[config.mk]
export PLATFORM = sky130hd
export DESIGN_NAME = csw_bank
export DESIGN_NICKNAME = d
export VERILOG_FILES = /design/src/csw_pkg.sv /design/src/csw_bank.sv
export SDC_FILE = /design/constraint.sdc
export NUM_CORES = 1
export LEC_CHECK = 0
export BUFFER_PORTS_ARGS = -buffer_cell sky130_fd_sc_hd__buf_2
export CAP_MARGIN = 15
export CORE_ASPECT_RATIO = 0.7
export CORE_MARGIN = 5
export CORE_UTILIZATION = 56
export CTS_CLUSTER_DIAMETER = 40
export DETAILED_ROUTE_END_ITERATION = 16
export PLACE_DENSITY = 0.8
export SLEW_MARGIN = 20
export SYNTH_ARGS = -nofsm -noshare
export SYNTH_HDL_FRONTEND = slang
export SYNTH_SLANG_ARGS = --single-unit
[constraint.sdc]
create_clock -name sys_clk -period 2.75 [get_ports sys_clk]
set_clock_uncertainty 0.15 [all_clocks]
set_input_delay 0.1375 -clock sys_clk [delete_from_list [all_inputs] [get_ports sys_clk]]
set_output_delay 0.1375 -clock sys_clk [all_outputs]
set_load 0.01 [all_outputs]
[src/csw_pkg.sv]
// Constants and carrier types for the communication status word bank.
// Assumes one 200 MHz clock and a plain strobe register port.
package csw_pkg;

  // ****************************************
  // Word indices, used directly as register addresses
  // ****************************************
  localparam logic [7:0] CSW_IDX_ID_FAULT = 8'h04;
  localparam logic [7:0] CSW_IDX_SWITCH = 8'h07;
  localparam logic [7:0] CSW_IDX_LINK = 8'h08;
  localparam logic [7:0] CSW_IDX_SER_CNT = 8'h09;
  localparam logic [7:0] CSW_IDX_SVC_CNT = 8'h0A;
  localparam logic [7:0] CSW_IDX_IRQ_STAT = 8'h20;
  localparam logic [7:0] CSW_IDX_IRQ_MASK = 8'h21;
  localparam logic [7:0] CSW_IDX_MODE = 8'h22;

  // ****************************************
  // Field positions
  // ****************************************
  localparam int CSW_ID_CODE_LSB = 8;
  localparam int CSW_SWITCH_BIT = 12;
  localparam int CSW_SER_LSB = 0;
  localparam int CSW_SVC_LSB = 8;

  // ****************************************
  // Codes and reset values
  // ****************************************
  localparam logic [7:0] CSW_ID_NORMAL = 8'h00;
  localparam logic [7:0] CSW_ID_STOPPED = 8'h04;
  localparam logic [3:0] CSW_ERR_NONE = 4'h0;
  localparam logic [3:0] CSW_ERR_PARITY = 4'h1;
  localparam logic [3:0] CSW_ERR_FRAMING = 4'h2;
  localparam logic [3:0] CSW_ERR_OVERRUN = 4'h3;
  localparam logic [3:0] CSW_ERR_TOOL = 4'hF;
  localparam logic [15:0] CSW_WORD_RESET = 16'h0000;
  localparam logic [3:0] CSW_IRQ_RESET = 4'h0;

  // Port operating modes.
  typedef enum logic [1:0] {
    CSW_MODE_NONE = 2'b00,
    CSW_MODE_HOST_LINK = 2'b01,
    CSW_MODE_SERIAL = 2'b10
  } csw_mode_e;

  // Events reported by one serial receiver.
  typedef struct packed {
    logic err_parity;
    logic err_framing;
    logic err_overrun;
    logic tx_enabled;
    logic rx_done;
    logic rx_overflow;
  } csw_port_ev_s;

  // Events reported by the identification function.
  typedef struct packed {
    logic code_valid;
    logic [7:0] code;
    logic stopped_in_comm;
  } csw_id_ev_s;

endpackage : csw_pkg

[src/csw_bank.sv]
// Status word bank: identification error code, switch mirror, and
// error, flag and BCD count words for the serial and service ports.
// Assumes error, done, overflow and identification inputs are synchronous single-cycle pulses; switch, tool and tx enable are levels.

// Operation
// - Word 04 high byte: identification error code.
// - Stop during identification communication loads code 04.
// - Word 07 bit 12 follows switch pin 6.
// - Word 08 bits 0-3: serial error code.
// - Word 08 bit 4: serial error flag.
// - Word 08 bit 5: serial transmit enabled.
// - Word 08 bit 6: serial reception completed.
// - Word 08 bit 7: serial reception overflow.
// - Word 08 bits 8-11: service port error code.
// - Service code reads F with tool attached.
// - Word 08 bit 12: service error flag.
// - Word 08 bit 13: service transmit enabled.
// - Word 08 bit 14: service reception completed.
// - Word 08 bit 15: service reception overflow.
// - Word 09: serial reception count, four BCD digits.
// - Word 10: service reception count, four BCD digits.
module csw_bank
  import csw_pkg::*;
(
  // Clock and reset
  input wire logic sys_clk,
  input wire logic rst,
  // Register port
  input wire logic [7:0] reg_addr,
  input wire logic [15:0] reg_wdata,
  input wire logic reg_wr,
  input wire logic reg_rd,
  output logic [15:0] reg_rdata,
  // Event sources
  input wire csw_id_ev_s id_ev,
  input wire logic switch_pin6,
  input wire csw_port_ev_s ser_ev,
  input wire csw_port_ev_s svc_ev,
  input wire logic svc_tool_attached,
  // Interrupt
  output logic irq
);

  // ****************************************
  // State
  // ****************************************
  logic [7:0] id_code_r;
  logic switch_r;
  logic [15:0] cnt_r [2];
  logic [7:0] flags_r [2];
  logic [3:0] irq_stat_r;
  logic [3:0] irq_mask_r;
  csw_mode_e ser_mode_r;
  csw_mode_e svc_mode_r;
  logic [3:0] irq_set;
  logic [15:0] link_word;
  logic [15:0] rd_nxt;

  // ****************************************
  // Identification error code
  // ****************************************
  // A stop during communication outranks a simultaneous code update.
  always_ff @(posedge sys_clk) begin
    if (rst) begin
      id_code_r <= CSW_ID_NORMAL;
    end else if (id_ev.stopped_in_comm) begin
      id_code_r <= CSW_ID_STOPPED;
    end else if (id_ev.code_valid) begin
      id_code_r <= id_ev.code;
    end
  end

  always_ff @(posedge sys_clk) begin
    if (rst) begin
      switch_r <= 1'b0;
    end else begin
      switch_r <= switch_pin6;
    end
  end

  // ****************************************
  // Mode selection (software written)
  // ****************************************
  always_ff @(posedge sys_clk) begin
    if (rst) begin
      ser_mode_r <= CSW_MODE_NONE;
      svc_mode_r <= CSW_MODE_NONE;
    end else if (reg_wr && reg_addr == CSW_IDX_MODE) begin
      ser_mode_r <= csw_mode_e'(reg_wdata[1:0]);
      svc_mode_r <= csw_mode_e'(reg_wdata[3:2]);
    end
  end

  // ****************************************
  // Per-port error code, flags and counter
  // ****************************************
  // Index 0 is the serial port, index 1 the service port. Flag byte:
  // [3:0] code, [4] error, [5] tx enabled, [6] rx done, [7] overflow.
  // Error, done and overflow persist until the next error or count
  // restart; the program only reads this area, so there is no clear.
  generate
    for (genvar p = 0; p < 2; p++) begin : g_port
      csw_port_ev_s ev;
      csw_mode_e md;
      logic [15:0] inc;
      assign ev = (p == 0) ? ser_ev : svc_ev;
      assign md = (p == 0) ? ser_mode_r : svc_mode_r;

      // Four-digit BCD increment, rolling 9999 over to 0000.
      always_comb begin
        logic carry;
        carry = 1'b1;
        inc = cnt_r[p];
        for (int d = 0; d < 4; d++) begin
          if (carry) begin
            if (cnt_r[p][d*4 +: 4] == 4'h9) begin
              inc[d*4 +: 4] = 4'h0;
            end else begin
              inc[d*4 +: 4] = cnt_r[p][d*4 +: 4] + 4'h1;
              carry = 1'b0;
            end
          end
        end
      end

      always_ff @(posedge sys_clk) begin
        if (rst) begin
          flags_r[p] <= 8'h00;
        end else begin
          if (ev.err_overrun) begin
            flags_r[p][3:0] <= CSW_ERR_OVERRUN;
            flags_r[p][4] <= 1'b1;
          end else if (ev.err_framing) begin
            flags_r[p][3:0] <= CSW_ERR_FRAMING;
            flags_r[p][4] <= 1'b1;
          end else if (ev.err_parity) begin
            flags_r[p][3:0] <= CSW_ERR_PARITY;
            flags_r[p][4] <= 1'b1;
          end
          // Transmit enable is meaningful in host link or serial mode.
          if (md == CSW_MODE_HOST_LINK || md == CSW_MODE_SERIAL) begin
            flags_r[p][5] <= ev.tx_enabled;
          end else begin
            flags_r[p][5] <= 1'b0;
          end
          if (md != CSW_MODE_SERIAL) begin
            flags_r[p][7:6] <= 2'b00;
          end else begin
            if (ev.rx_done) begin
              flags_r[p][6] <= 1'b1;
            end
            if (ev.rx_overflow) begin
              flags_r[p][7] <= 1'b1;
            end
          end
        end
      end

      always_ff @(posedge sys_clk) begin
        if (rst) begin
          cnt_r[p] <= CSW_WORD_RESET;
        end else if (md != CSW_MODE_SERIAL) begin
          cnt_r[p] <= CSW_WORD_RESET;
        end else if (ev.rx_done) begin
          cnt_r[p] <= inc;
        end
      end

      chk_bcd_digits: assert property (
        @(posedge sys_clk) disable iff (rst)
        cnt_r[p][3:0] <= 4'h9 && cnt_r[p][7:4] <= 4'h9 &&
        cnt_r[p][11:8] <= 4'h9 && cnt_r[p][15:12] <= 4'h9)
        else $error("Reception counter holds a non-BCD digit.");
    end
  endgenerate

  // Service port code is forced while the programming tool is attached.
  always_comb begin
    link_word = {flags_r[1], flags_r[0]};
    if (svc_tool_attached) begin
      link_word[CSW_SVC_LSB +: 4] = CSW_ERR_TOOL;
    end
  end

  // ****************************************
  // Interrupt status and mask
  // ****************************************
  // Bits: 0 serial error, 1 service error, 2 serial rx, 3 service rx.
  assign irq_set = {svc_ev.rx_done, ser_ev.rx_done,
      svc_ev.err_parity | svc_ev.err_framing | svc_ev.err_overrun,
      ser_ev.err_parity | ser_ev.err_framing | ser_ev.err_overrun};

  // A set in the same cycle as a write-one clear wins.
  always_ff @(posedge sys_clk) begin
    if (rst) begin
      irq_stat_r <= CSW_IRQ_RESET;
    end else if (reg_wr && reg_addr == CSW_IDX_IRQ_STAT) begin
      irq_stat_r <= (irq_stat_r & ~reg_wdata[3:0]) | irq_set;
    end else begin
      irq_stat_r <= irq_stat_r | irq_set;
    end
  end

  always_ff @(posedge sys_clk) begin
    if (rst) begin
      irq_mask_r <= CSW_IRQ_RESET;
    end else if (reg_wr && reg_addr == CSW_IDX_IRQ_MASK) begin
      irq_mask_r <= reg_wdata[3:0];
    end
  end

  assign irq = |(irq_stat_r & irq_mask_r);

  // ****************************************
  // Read port
  // ****************************************
  always_comb begin
    rd_nxt = 16'h0000;
    unique case (reg_addr)
      CSW_IDX_ID_FAULT: rd_nxt[CSW_ID_CODE_LSB +: 8] = id_code_r;
      CSW_IDX_SWITCH: rd_nxt[CSW_SWITCH_BIT] = switch_r;
      CSW_IDX_LINK: rd_nxt = link_word;
      CSW_IDX_SER_CNT: rd_nxt = cnt_r[0];
      CSW_IDX_SVC_CNT: rd_nxt = cnt_r[1];
      CSW_IDX_IRQ_STAT: rd_nxt[3:0] = irq_stat_r;
      CSW_IDX_IRQ_MASK: rd_nxt[3:0] = irq_mask_r;
      CSW_IDX_MODE: rd_nxt[3:0] = {svc_mode_r, ser_mode_r};
      default: rd_nxt = 16'h0000;
    endcase
  end

  // Read data stand only in the cycle after the strobe.
  always_ff @(posedge sys_clk) begin
    if (rst) begin
      reg_rdata <= CSW_WORD_RESET;
    end else if (reg_rd) begin
      reg_rdata <= rd_nxt;
    end else begin
      reg_rdata <= 16'h0000;
    end
  end

  // ****************************************
  // Checks
  // ****************************************
  chk_id_stop_code: assert property (
    @(posedge sys_clk) disable iff (rst)
    id_ev.stopped_in_comm |=> id_code_r == CSW_ID_STOPPED)
    else $error("Stop during communication did not load code 04.");

  chk_id_code_load: assert property (
    @(posedge sys_clk) disable iff (rst)
    id_ev.code_valid && !id_ev.stopped_in_comm |=>
    id_code_r == $past(id_ev.code))
    else $error("Identification code not loaded.");

  chk_id_fault_read: assert property (
    @(posedge sys_clk) disable iff (rst)
    reg_rd && reg_addr == CSW_IDX_ID_FAULT |=>
    reg_rdata == {$past(id_code_r), 8'h00})
    else $error("Identification code word wrong.");

  chk_switch_follow: assert property (
    @(posedge sys_clk) disable iff (rst)
    reg_rd && reg_addr == CSW_IDX_SWITCH |=>
    reg_rdata == {3'b000, $past(switch_r), 12'h000})
    else $error("Switch mirror word wrong.");

  chk_ser_overrun: assert property (
    @(posedge sys_clk) disable iff (rst)
    ser_ev.err_overrun |=> flags_r[0][4:0] == 5'h13)
    else $error("Serial overrun code or flag wrong.");

  chk_ser_framing: assert property (
    @(posedge sys_clk) disable iff (rst)
    ser_ev.err_framing && !ser_ev.err_overrun |=>
    flags_r[0][4:0] == 5'h12)
    else $error("Serial framing code or flag wrong.");

  chk_ser_error_flag: assert property (
    @(posedge sys_clk) disable iff (rst)
    ser_ev.err_parity && !ser_ev.err_framing && !ser_ev.err_overrun
    |=> flags_r[0][4:0] == 5'h11)
    else $error("Serial parity code or flag wrong.");

  chk_ser_irq_set: assert property (
    @(posedge sys_clk) disable iff (rst)
    ser_ev.err_parity || ser_ev.err_framing || ser_ev.err_overrun
    |=> irq_stat_r[0])
    else $error("Serial error did not set its interrupt status.");

  chk_ser_tx_on: assert property (
    @(posedge sys_clk) disable iff (rst)
    ser_ev.tx_enabled && (ser_mode_r == CSW_MODE_HOST_LINK ||
    ser_mode_r == CSW_MODE_SERIAL) |=> flags_r[0][5])
    else $error("Serial transmit enabled flag not set.");

  chk_ser_rx_done: assert property (
    @(posedge sys_clk) disable iff (rst)
    ser_ev.rx_done && ser_mode_r == CSW_MODE_SERIAL |=> flags_r[0][6])
    else $error("Serial reception completed flag not set.");

  chk_ser_overflow: assert property (
    @(posedge sys_clk) disable iff (rst)
    ser_ev.rx_overflow && ser_mode_r == CSW_MODE_SERIAL |=>
    flags_r[0][7])
    else $error("Serial reception overflow flag not set.");

  chk_svc_framing: assert property (
    @(posedge sys_clk) disable iff (rst)
    svc_ev.err_framing && !svc_ev.err_overrun |=>
    flags_r[1][4:0] == 5'h12)
    else $error("Service framing code or flag wrong.");

  chk_svc_code_read: assert property (
    @(posedge sys_clk) disable iff (rst)
    !svc_tool_attached && reg_rd && reg_addr == CSW_IDX_LINK |=>
    reg_rdata[11:8] == $past(flags_r[1][3:0]))
    else $error("Service error code read wrong.");

  chk_tool_code: assert property (
    @(posedge sys_clk) disable iff (rst)
    svc_tool_attached && reg_rd && reg_addr == CSW_IDX_LINK |=>
    reg_rdata[11:8] == CSW_ERR_TOOL)
    else $error("Service code not F while tool attached.");

  chk_svc_tx_off: assert property (
    @(posedge sys_clk) disable iff (rst)
    !(svc_mode_r == CSW_MODE_HOST_LINK || svc_mode_r == CSW_MODE_SERIAL)
    |=> !flags_r[1][5])
    else $error("Service transmit flag set outside its modes.");

  chk_svc_rx_done: assert property (
    @(posedge sys_clk) disable iff (rst)
    svc_ev.rx_done && svc_mode_r == CSW_MODE_SERIAL |=> flags_r[1][6])
    else $error("Service reception completed flag not set.");

  chk_svc_overflow: assert property (
    @(posedge sys_clk) disable iff (rst)
    svc_ev.rx_overflow && svc_mode_r == CSW_MODE_SERIAL |=>
    flags_r[1][7])
    else $error("Service reception overflow flag not set.");

  chk_rx_mode_gate: assert property (
    @(posedge sys_clk) disable iff (rst)
    ser_mode_r != CSW_MODE_SERIAL ##1 ser_mode_r != CSW_MODE_SERIAL
    |-> flags_r[0][7:6] == 2'b00 && cnt_r[0] == 16'h0000)
    else $error("Serial receive state outside serial mode.");

  chk_svc_mode_gate: assert property (
    @(posedge sys_clk) disable iff (rst)
    svc_mode_r != CSW_MODE_SERIAL ##1 svc_mode_r != CSW_MODE_SERIAL
    |-> flags_r[1][7:6] == 2'b00 && cnt_r[1] == 16'h0000)
    else $error("Service receive state outside serial mode.");

  chk_ser_bcd_carry: assert property (
    @(posedge sys_clk) disable iff (rst)
    ser_ev.rx_done && ser_mode_r == CSW_MODE_SERIAL &&
    cnt_r[0] == 16'h0009 |=> cnt_r[0] == 16'h0010)
    else $error("Serial BCD count did not carry.");

  chk_ser_cnt_read: assert property (
    @(posedge sys_clk) disable iff (rst)
    reg_rd && reg_addr == CSW_IDX_SER_CNT |=>
    reg_rdata == $past(cnt_r[0]))
    else $error("Serial reception count read wrong.");

  chk_svc_rx_count: assert property (
    @(posedge sys_clk) disable iff (rst)
    svc_ev.rx_done && svc_mode_r == CSW_MODE_SERIAL &&
    cnt_r[1] == 16'h0009 |=> cnt_r[1] == 16'h0010 && flags_r[1][6])
    else $error("Service BCD count or done flag wrong.");

  chk_unmapped_zero: assert property (
    @(posedge sys_clk) disable iff (rst)
    reg_rd && reg_addr == 8'h05 ##1 1'b1 |-> reg_rdata == 16'h0000)
    else $error("Unused word did not read zero.");

  chk_rdata_idle: assert property (
    @(posedge sys_clk) disable iff (rst)
    !reg_rd |=> reg_rdata == 16'h0000)
    else $error("Read data did not return to zero.");

endmodule : csw_bank

==> results of run 1 <==
==> stage by stage <==
step | total power, mW | setup slack, ps | std cells | area [µm²]
after global routing | 2.35 | 393 | 595 | 4900
final | 2.26 | 547 | 595 | 4900
after global placement | 1.44 | 619 | 549 | 4410
after floorplan | 1.39 | 743 | 406 | 4070
after detailed placement | 1.45 | 564 | 549 | 4410
after CTS | 2.27 | 547 | 595 | 4900
==> tightest hold or removal path, stage by stage <==
cell     delay [ps]
buf_2           110
inv_1            40
a21oi_1          50
nor2_1           70
==> layout make-up <==
cell class              count  share of cell area (%)
flip-flops and latches     81                    41.9
multi-input cells         295                    38.3
repair buffers             89                    12.3
clock buffers              13                    3.45
well taps                  98                    2.50
inverters                  16                    1.23
clock inverters             3                   0.307
==> registers in the layout, summed over array words and instances (netlist names) <==
signal,cells
switch_r,1
id_code_r,8
irq_stat_r,4
irq_mask_r,4
flags_r,12
g_port.md,4
reg_rdata,16
cnt_r,32
==> worst min path at each step <==
stage / startpoint / to
global placement: switch_pin6 / switch_r$_SDFF_PP0_
detailed placement: switch_pin6 / switch_r$_SDFF_PP0_
finish: ser_ev[4] / flags_r[0][0]$_SDFFCE_PP1P_
CTS: reg_rd / reg_rdata[0]$_SDFF_PP0_
global route: ser_ev[4] / flags_r[0][0]$_SDFFCE_PP1P_
floorplan: id_ev[0] / id_code_r[2]$_SDFFE_PP0P_
==> cell families after synthesis <==
family	after synthesis	synth area share, %
buffers and inverters	30	3.36
other	1	0.0923
AOI/OAI and AO/OA	65	9.98
xor gates and xnor gates	8	1.73
DFF	81	50.5
muxes	31	7.64
adders and majority gates	18	5.55
and+or+nand+nor	171	21.1
==> report_power, final <==
group / switching (mW) / internal (mW)
Combinational: 0.0843 / 0.0817
Sequential: 0.00917 / 1.28
Clock: 0.409 / 0.398
==> layer usage <==
metal,vias up,GRT usage [%],part of all wire [%]
li1,1599,-,-
met3,10,6.63,5.6
met1,1496,26.7,46
met4,0,5.35,1.3
met2,103,35.8,47
met5,-,0,0
==> layout by cell type (no fill, tap or decap), types with 5 or more instances in the layout <==
master,Yosys,final
a21oi_1,25,25
o2bb2ai_1,7,7
o21ai_0,9,9
nand2b_1,15,15
buf_2,4,56
nor2b_1,7,7
nor2_1,70,70
mux2i_1,31,31
edfxtp_1,43,43
ha_1,18,18
nand3b_1,7,7
dfxtp_1,38,38
a22oi_1,7,7
nand3_1,16,16
nand2_1,24,24
and2_1,8,8
nor3_1,5,5
clkbuf_8,0,12
inv_1,16,16
dlygate4sd3_1,0,30
==> impl_metrics.py, run 1 <==
metrics = {
    "synth": {
        "avgSynthCellArea_um2": 10.0,
        "ys_ff_latch": 81,
        "synth.top_cells.by_count": "70 x nor2_1, 43 x edfxtp_1, 38 x dfxtp_1, 31 x mux2i_1, 25 x a21oi_1",
        "syn-cell-area_um2": 4060,
        "yosysTopAreaCellShare_pct": 31.8,
        "ys_seq_area_share_pct": 50.5,
        "ys_types": 45,
        "synthArstFlopShare_pct": 0,
        "yosysTopAreaCell": "edfxtp_1",
        "yosysMostFrequentCell": "nor2_1",
        "syn_inst": 405,
        "ys_top_cells_by_area": "edfxtp_1 32%, dfxtp_1 19%, mux2i_1 7.6%, nor2_1 6.5%, ha_1 5.5%",
        "yosys_warnings": 0,
        "ys.flop_type": "edfxtp_1",
        "synth-edff-count": 43,
    },
    "clock_tree": {
        "cts_tree": "yes",
        "cts_buffer_depth": 2,
        "holdBufCountCts": 30,
        "cts.clk_slew.worst_paths_ps": 80,
        "cts_setup_buffers": 0,
        "cts_buffers": 9,
        "cts_resized": 0,
        "clock_latency_ps": 350,
        "numClockSinks": 81,
        "cts-htree-levels": 3,
        "cts_root_buf": "clkbuf_8",
    },
    "global_route": {
        "grt_max_degree": 29,
        "antenna_found_initial": 0,
        "gr-usage-all-layers_pct": 21.1,
        "gr-total-overflow": 0,
        "grt_pass1_wl_mm": 14.9,
        "grt_pass1_vias": 3098,
    },
    "route": {
        "detail-route-antenna-nets": 0,
        "drc": 0,
        "drt-initial-drc-count": 142,
        "dr_total_vias": 3208,
        "firstDrtPassIters": 5,
        "wl_mm": 9.26,
        "viasPerCell": 5.39,
        "wire_per_inst_um": 15.6,
    },
    "sta": {
        "whs_ps": 26.3,
        "slew_violations": 0,
        "hold_viol": 0,
        "setup_tns_ps": 0,
        "setup_viol": 0,
        "fmaxAchievable_ghz": 0.454,
        "rsz0062_at_grt": "no",
        "max_slew_margin_pct": 51.9,
        "finalCritPeriodShare_pct": 80.1,
        "tightestPinTransition_ps": 722,
        "period_minus_slack_ps": 2200,
    },
    "setup_path": {
        "r2r_end": "cnt_r[0][15]$_SDFFCE_PP0P_",
        "end_kind": "flop",
        "slowest_stage": "o31ai_1",
        "cp.depth": 5,
        "cp_max_fo": 4,
        "cp_slowest_stage_delay_ps": 570,
        "crit_family": "compound AO/OA/AOI/OAI gates",
        "cp_data_required_time_ps": 2590,
        "crit_type": "flop to flop",
        "r2r_slack_ps": 550,
        "critPathCapture": "cnt_r[0][15]$_SDFFCE_PP0P_",
        "crit_buf_inv": 1,
        "critical_path.startpoint": "cnt_r[0][1]$_SDFFCE_PP0P_",
        "crit_path_cell_trace": "inv_1 -> ha_1 -> nand2_1 -> or3_1 -> o31ai_1",
        "r2r_cells": 5,
        "worstSetupStartpointType": "flop",
        "arrival_ps": 2040,
        "timing.rr.start": "cnt_r[0][1]$_SDFFCE_PP0P_",
    },
    "layout": {
        "multi_input_area_um2": 1880,
        "area_growth_pct": 20.6,
        "layout-drive-gt1-share_pct": 16.5,
        "nFillCells": 545,
        "final_core_util_pct": 68.1,
        "seqCellArea_um2": 2050,
        "diodes": 0,
        "nets": 562,
    },
    "die": {
        "ios": 69,
        "row_count": 26,
        "die_w_um": 112,
        "initial_utilization_pct": 56.5,
        "die_area_um2": 9080,
        "core_area_um2": 7190,
        "die_h_um": 81.3,
    },
    "placed_design": {
        "io_buffers": 56,
        "gp_congestion": 0.868,
        "dp_hpwl_mm": 6.63,
    },
    "min_path": {
        "min_path_type": "input pin to flop",
        "hold-path-cell-count": 4,
    },
    "run": {
        "max_cap_violations": 0,
    },
    "power": {
        "p_per_area_nw_per_um2": 462,
        "ir_worst_vdd_uv": 350,
        "p_leak_nw": 2.03,
    },
    "run_status": {
        "status": "finished, final reports clean",
    },
}
Note: power is estimated with default switching activity, not from simulation.
==> inputs of run 2 (changes only) <==
Settings changed: ABC_AREA set to 1, CORE_UTILIZATION 56 to 51, PLACE_DENSITY 0.8 to 0.76.
Clock period 2.75 ns to 1.9 ns, I/O delays scaled along.
==> run 2 against run 1 <==
Effect of this change: core utilization is 1.3 points lower; clock-buffer cell count is 2 higher; synthesized cell count is 21% higher.
==> impl_metrics.py, run 2 <==
metrics = {
    "synth": {
        "yosysTopAreaCell": "edfxtp_1",
        "syn-cell-area_um2": 4090,
        "avgSynthCellArea_um2": 8.35,
        "ys_seq_area_share_pct": 50.1,
        "synth_mux_area_share_pct": 0,
        "ys_top_cells_by_area": "edfxtp_1 32%, dfxtp_1 19%, nand2_1 10%, nor2_1 6.5%, nand3_1 6.4%",
        "yosys.area_share.simple_pct": 29.4,
        "ys_types": 32,
        "yosys_warnings": 0,
        "synthArstFlopShare_pct": 0,
        "synth-edff-count": 43,
        "yosysMostFrequentCell": "nand2_1",
        "yosysTopAreaCellShare_pct": 31.5,
        "syn_inst": 490,
        "synth_xor_area_share_pct": 1.93,
        "ys_ff_latch": 81,
        "synth_compound_area_share_pct": 7.25,
        "synth_top_family_by_area": "simple AND/OR/NAND/NOR gates",
        "ys.flop_type": "edfxtp_1",
        "synth_fa_ha_area_share_pct": 5.50,
        "synth.top_cells.by_count": "109 x nand2_1, 71 x nor2_1, 52 x nand3_1, 43 x edfxtp_1, 41 x inv_1",
    },
    "sta": {
        "layout_setup_ws_ps": 39.2,
        "fmaxAchievable_ghz": 0.537,
        "finalCritPeriodShare_pct": 97.9,
        "setup_tns_ps": 0,
        "hold_viol": 0,
        "period_minus_slack_ps": 1860,
        "setup_viol": 0,
        "slew_violations": 0,
    },
    "layout": {
        "layout-drive-gt1-share_pct": 20.4,
        "largest_reg_flops": 32,
        "diodes": 0,
        "nFillCells": 624,
        "final_common_cell": "nand2_1",
        "stdcell_count": 705,
        "area_growth_pct": 28.0,
        "reg_top3": "cnt_r (32), reg_rdata (16), flags_r (12)",
        "largest_register": "cnt_r",
        "nets": 669,
        "layout_common_cells": "109 x nand2_1, 71 x nor2_1, 56 x buf_2",
        "multi_input_area_um2": 1830,
        "seqCellArea_um2": 2050,
    },
    "die": {
        "die_w_um": 117,
        "die_area_um2": 9950,
        "die_h_um": 85.0,
        "row_count": 27,
        "core_area_um2": 7840,
        "ios": 69,
        "initial_utilization_pct": 52.2,
    },
    "run": {
        "max_cap_violations": 0,
    },
    "power": {
        "p_leak_nw": 2.24,
        "p_per_area_nw_per_um2": 731,
        "ir_worst_vdd_uv": 533,
    },
    "global_route": {
        "gr-total-overflow": 0,
        "gr-usage-all-layers_pct": 22.5,
        "antenna_found_initial": 0,
        "grt_pass1_vias": 3672,
        "grt_max_degree": 16,
        "grt_pass1_wl_mm": 17.3,
    },
    "route": {
        "dr_total_vias": 3828,
        "routed-wl-met2_mm": 5.04,
        "viasPerCell": 5.43,
        "wl_met3_um": 952,
        "detail-route-antenna-nets": 0,
        "firstDrtPassIters": 8,
        "drc": 0,
        "dr.max_layer_used": "met4",
        "wl_mm": 10.8,
        "wire_per_inst_um": 15.4,
        "wl_met1_mm": 4.50,
        "drt-initial-drc-count": 360,
    },
    "placed_design": {
        "pre_cts_ws_ps": 37.5,
        "gp_congestion": 0.913,
        "dp.cells": 651,
        "io_buffers": 56,
        "dp_hpwl_mm": 7.71,
    },
    "min_path": {
        "min_path_type": "input pin to flop",
        "hold-path-cell-count": 3,
        "worstHoldEndpoint": "irq_stat_r[2]$_SDFF_PP0_",
        "min-delay-start": "ser_ev[1]",
    },
    "clock_tree": {
        "cts-htree-levels": 3,
        "cts_root_buf": "clkbuf_16",
        "cts_buffers": 9,
        "numClockSinks": 81,
        "cts_buffer_depth": 2,
        "cts.clk_slew.worst_paths_ps": 60,
        "cts_tree": "yes",
        "clock_latency_ps": 340,
    },
    "setup_path": {
        "end_kind": "flop",
        "crit_type": "input pin to flop",
        "timing.rr.start": "g_port[1].md[0]$_SDFFE_PP0P_",
        "arrival_ps": 2000,
        "cp_max_fo": 15,
        "r2r_slack_ps": 80,
        "worstSetupStartpointType": "input pin",
        "cp_data_required_time_ps": 2040,
        "r2r_cells": 9,
        "r2r_end": "cnt_r[1][14]$_SDFFCE_PP0P_",
    },
    "run_status": {
        "status": "finished, final reports clean",
    },
}
[run 2: cell count changes after synthesis, sizes merged, moves of 6 or more]
| cell | delta |
|---|---|
| o21ai | +9 |
| nor2b | -7 |
| inv | +38 |
| nand3 | +38 |
| nor2 | +13 |
| nand2 | +91 |
| o2bb2ai | -7 |
| a22oi | -7 |
| and2 | -8 |
| mux2i | -31 |
| nand3b | -6 |
| nand2b | -15 |
[run 2: worst max-delay path by stage]
| stage | from | end | slack [ps] |
|---|---|---|---|
| 3_5_place_dp | g_port[1].md[0]$_SDFFE_PP0P_ | cnt_r[1][13]$_SDFFCE_PP0P_ | 40 |
| 4_1_cts | id_ev[1] | id_code_r[0]$_SDFFE_PP0P_ | 30 |
| 6_report | rst | id_code_r[5]$_SDFFE_PP0P_ | 40 |
| 2_1_floorplan | g_port[1].md[0]$_SDFFE_PP0P_ | cnt_r[1][12]$_SDFFCE_PP0P_ | 130 |
| 3_3_place_gp | g_port[1].md[0]$_SDFFE_PP0P_ | cnt_r[1][12]$_SDFFCE_PP0P_ | 120 |
| 5_1_grt | g_port[1].md[0]$_SDFFE_PP0P_ | cnt_r[1][12]$_SDFFCE_PP0P_ | -6 |
[run 2: per-stage QoR]
step                      hold WS [ps]  total power, mW  util, %  instance area (µm²)
after detailed placement           154             2.09     58.0                 4540
after floorplan                   14.1             2.00        -                 4100
final                             28.8             3.83     66.8                 5240
after CTS                         15.1             3.84     66.5                 5210
after global placement             149             2.08     58.0                 4540
after global routing              40.9             3.95     66.8                 5240
[run 2: timing repair]
action	in CTS	in global routing
hold buffers	37	0
hold endpoints to repair	33	0
setup buffers	0	3
endpoints found under the setup margin	0	11
resized for setup	0	6
[run 2: worst max-delay path, cell delays in order]
cell,delay [ps]
dlygate4sd3_1,540
buf_2,150
buf_4,200
or2_4,310
a21oi_2,140
dlygate4sd3_1,570
[run 2: layout make-up]
| class | instances | area share (%) |
|---|---|---|
| clock buffers | 15 | 5.52 |
| clock inverters | 1 | 0.143 |
| inverters | 55 | 3.99 |
| multi-input cells | 349 | 35.0 |
| flip-flops and latches | 81 | 39.2 |
| well taps | 101 | 2.41 |
| repair buffers | 103 | 13.8 |
[run 2: per-layer routing]
| metal | up-vias | track usage (%) |
|---|---|---|
| met5 | - | 0 |
| met4 | 0 | 9.79 |
| met3 | 36 | 5.84 |
| met1 | 1787 | 29.1 |
| met2 | 183 | 35.5 |
| li1 | 1822 | - |
[run 2: logic make-up after synthesis]
| group | Yosys count |
|---|---|
| AOI/OAI and AO/OA | 55 |
| xor gates and xnor gates | 9 |
| adders and majority gates | 18 |
| buffers and inverters | 61 |
| DFF | 81 |
| other | 1 |
| and+or+nand+nor | 265 |
[run 2: where the power goes]
group	internal [mW]	leakage (nW)	switching [mW]
combinational	0.112	1.27	0.133
sequential	1.86	0.827	0.0180
clock	1.04	0.141	0.669
==> inputs of run 3 (changes only) <==
Settings changed: PLACE_DENSITY 0.76 to unset, PLACE_DENSITY_LB_ADDON set to 0.08, SETUP_SLACK_MARGIN set to 0.4.
==> run 3 against run 2 <==
Effect of this change: first-iteration DRC count shrank 18%; clock power shrank 3%; hold slack worse by 17 ps; non-clock buffer count grew 6; clock-buffer cell count is 1 lower; core utilization up 2.8 points; global-route usage is 0.47 points lower; register-to-register slack better by 150 ps; final cell count rose by 0.85%; combinational power is 2% lower; maximum frequency increased by 11%; largest power group unchanged.
==> impl_metrics.py, run 3 (synthesis gave the netlist of run 2 again) <==
metrics = {
    "placed_design": {
        "dp_hpwl_mm": 7.53,
        "gp_congestion": 0.862,
        "pre_cts_ws_ps": 133,
        "dp.cells": 647,
        "placed_cell_area_um2": 4570,
        "io_buffers": 56,
    },
    "global_route": {
        "use_met2_pct": 33.6,
        "gr-total-overflow": 0,
        "antenna_found_initial": 0,
        "busiest_layer": "met2",
        "gr-usage-all-layers_pct": 22.0,
        "grt_pass1_vias": 3557,
        "global_route.usage.met1_pct": 30.4,
        "grt_max_degree": 16,
        "use_met3_pct": 5.70,
        "grt_pass1_wl_mm": 16.9,
    },
    "die": {
        "row_count": 27,
        "die_w_um": 117,
        "core_area_um2": 7840,
        "die_h_um": 85.0,
        "ios": 69,
        "die_area_um2": 9950,
        "initial_utilization_pct": 52.2,
    },
    "setup_path": {
        "end_kind": "flop",
        "arrival_ps": 1560,
        "crit_path_cell_trace": "inv_2 -> ha_4 -> nand2_2 -> nand2_2 -> inv_2 -> nor2_4 -> nand2_4 -> a21oi_4",
        "worstSetupStartpointType": "flop",
        "cp_slowest_stage_delay_ps": 410,
        "cp_max_fo": 4,
        "cp_data_required_time_ps": 1780,
        "slowest_stage": "edfxtp_1",
        "crit_buf_inv": 2,
        "crit_family": "flip-flops",
        "crit_type": "flop to flop",
    },
    "sta": {
        "setup_tns_ps": 0,
        "rsz0062_at_grt": "yes",
        "layout_setup_ws_ps": 226,
        "fmaxAchievable_ghz": 0.597,
        "period_minus_slack_ps": 1670,
        "finalCritPeriodShare_pct": 88.1,
        "setup_viol": 0,
        "whs_ps": 11.6,
        "slew_violations": 0,
        "hold_viol": 0,
    },
    "layout": {
        "layout-drive-gt1-share_pct": 27.7,
        "fin_area_um2": 5460,
        "largest_reg_flops": 32,
        "reg_top3": "cnt_r (32), reg_rdata (16), flags_r (12)",
        "largest_register": "cnt_r",
        "diodes": 0,
        "area_growth_pct": 33.4,
        "nets": 675,
        "final_core_util_pct": 69.7,
        "nFillCells": 616,
        "stdcell_count": 711,
        "layout_common_cells": "99 x nand2_1, 65 x nor2_1, 55 x buf_2",
        "final_common_cell": "nand2_1",
    },
    "route": {
        "firstDrtPassIters": 5,
        "drt-initial-drc-count": 296,
        "detail-route-antenna-nets": 0,
        "wl_mm": 10.6,
        "viasPerCell": 5.15,
        "drc": 0,
        "dr_total_vias": 3663,
        "wire_per_inst_um": 14.9,
    },
    "clock_tree": {
        "numClockSinks": 81,
        "cts_tree": "yes",
        "clock_latency_ps": 340,
        "cts_buffer_depth": 2,
        "cts-htree-levels": 3,
        "cts.clk_slew.worst_paths_ps": 60,
        "cts_buffers": 9,
        "cts_root_buf": "clkbuf_16",
    },
    "power": {
        "p_leak_nw": 2.31,
        "power_mw": 3.77,
        "p_per_area_nw_per_um2": 690,
        "ir_worst_vdd_uv": 621,
    },
    "run": {
        "max_cap_violations": 0,
    },
    "min_path": {
        "min_path_type": "input pin to flop",
    },
    "run_status": {
        "status": "finished, final reports clean",
    },
}
-- run 3: cell type report --
cell class	instances	area, µm²	share of cell area [%]
Tap cell	101	126	2.31
Multi-Input combinational cell	349	2000	36.6
Clock buffer	14	274	5.02
Timing Repair Buffer	109	777	14.2
Inverter	55	211	3.87
Clock inverter	2	12.5	0.229
Sequential cell	81	2060	37.8
-- run 3: power breakdown --
| group | total (mW) | switching, mW | internal (mW) |
|---|---|---|---|
| Sequential | 1.87 | 0.0169 | 1.86 |
| Combinational | 0.242 | 0.131 | 0.111 |
| Clock | 1.66 | 0.664 | 0.991 |
-- run 3: final timing paths --
path / from / end / slack (ps) / depth (start not counted)
setup / recovery: cnt_r[1][1]$_SDFFCE_PP0P_ / cnt_r[1][13]$_SDFFCE_PP0P_ / 230 / 8
hold / removal: ser_ev[2] / flags_r[0][3]$_SDFFCE_PP0P_ / 10 / 2
setup reg to reg: cnt_r[1][1]$_SDFFCE_PP0P_ / cnt_r[1][13]$_SDFFCE_PP0P_ / 230 / 8
hold reg to reg: flags_r[1][2]$_SDFFE_PP1P_ / flags_r[1][2]$_SDFFE_PP1P_ / 310 / 2
-- run 3: timing repair --
item | 4_1_cts | 5_1_grt
endpoints found under the hold margin | 32 | 0
pin swaps | 3 | 14
hold buffers | 32 | 0
buffers inserted | 11 | 6
cloned | 0 | 0
resized for setup | 9 | 42
endpoints found under the setup margin | 42 | 57
-- run 3: metal layers --
metal | part of all wire, % | vias up
met3 | 6.4 | 20
met2 | 45 | 120
met1 | 46 | 1677
met5 | 0 | -
li1 | - | 1846
met4 | 2.1 | 0
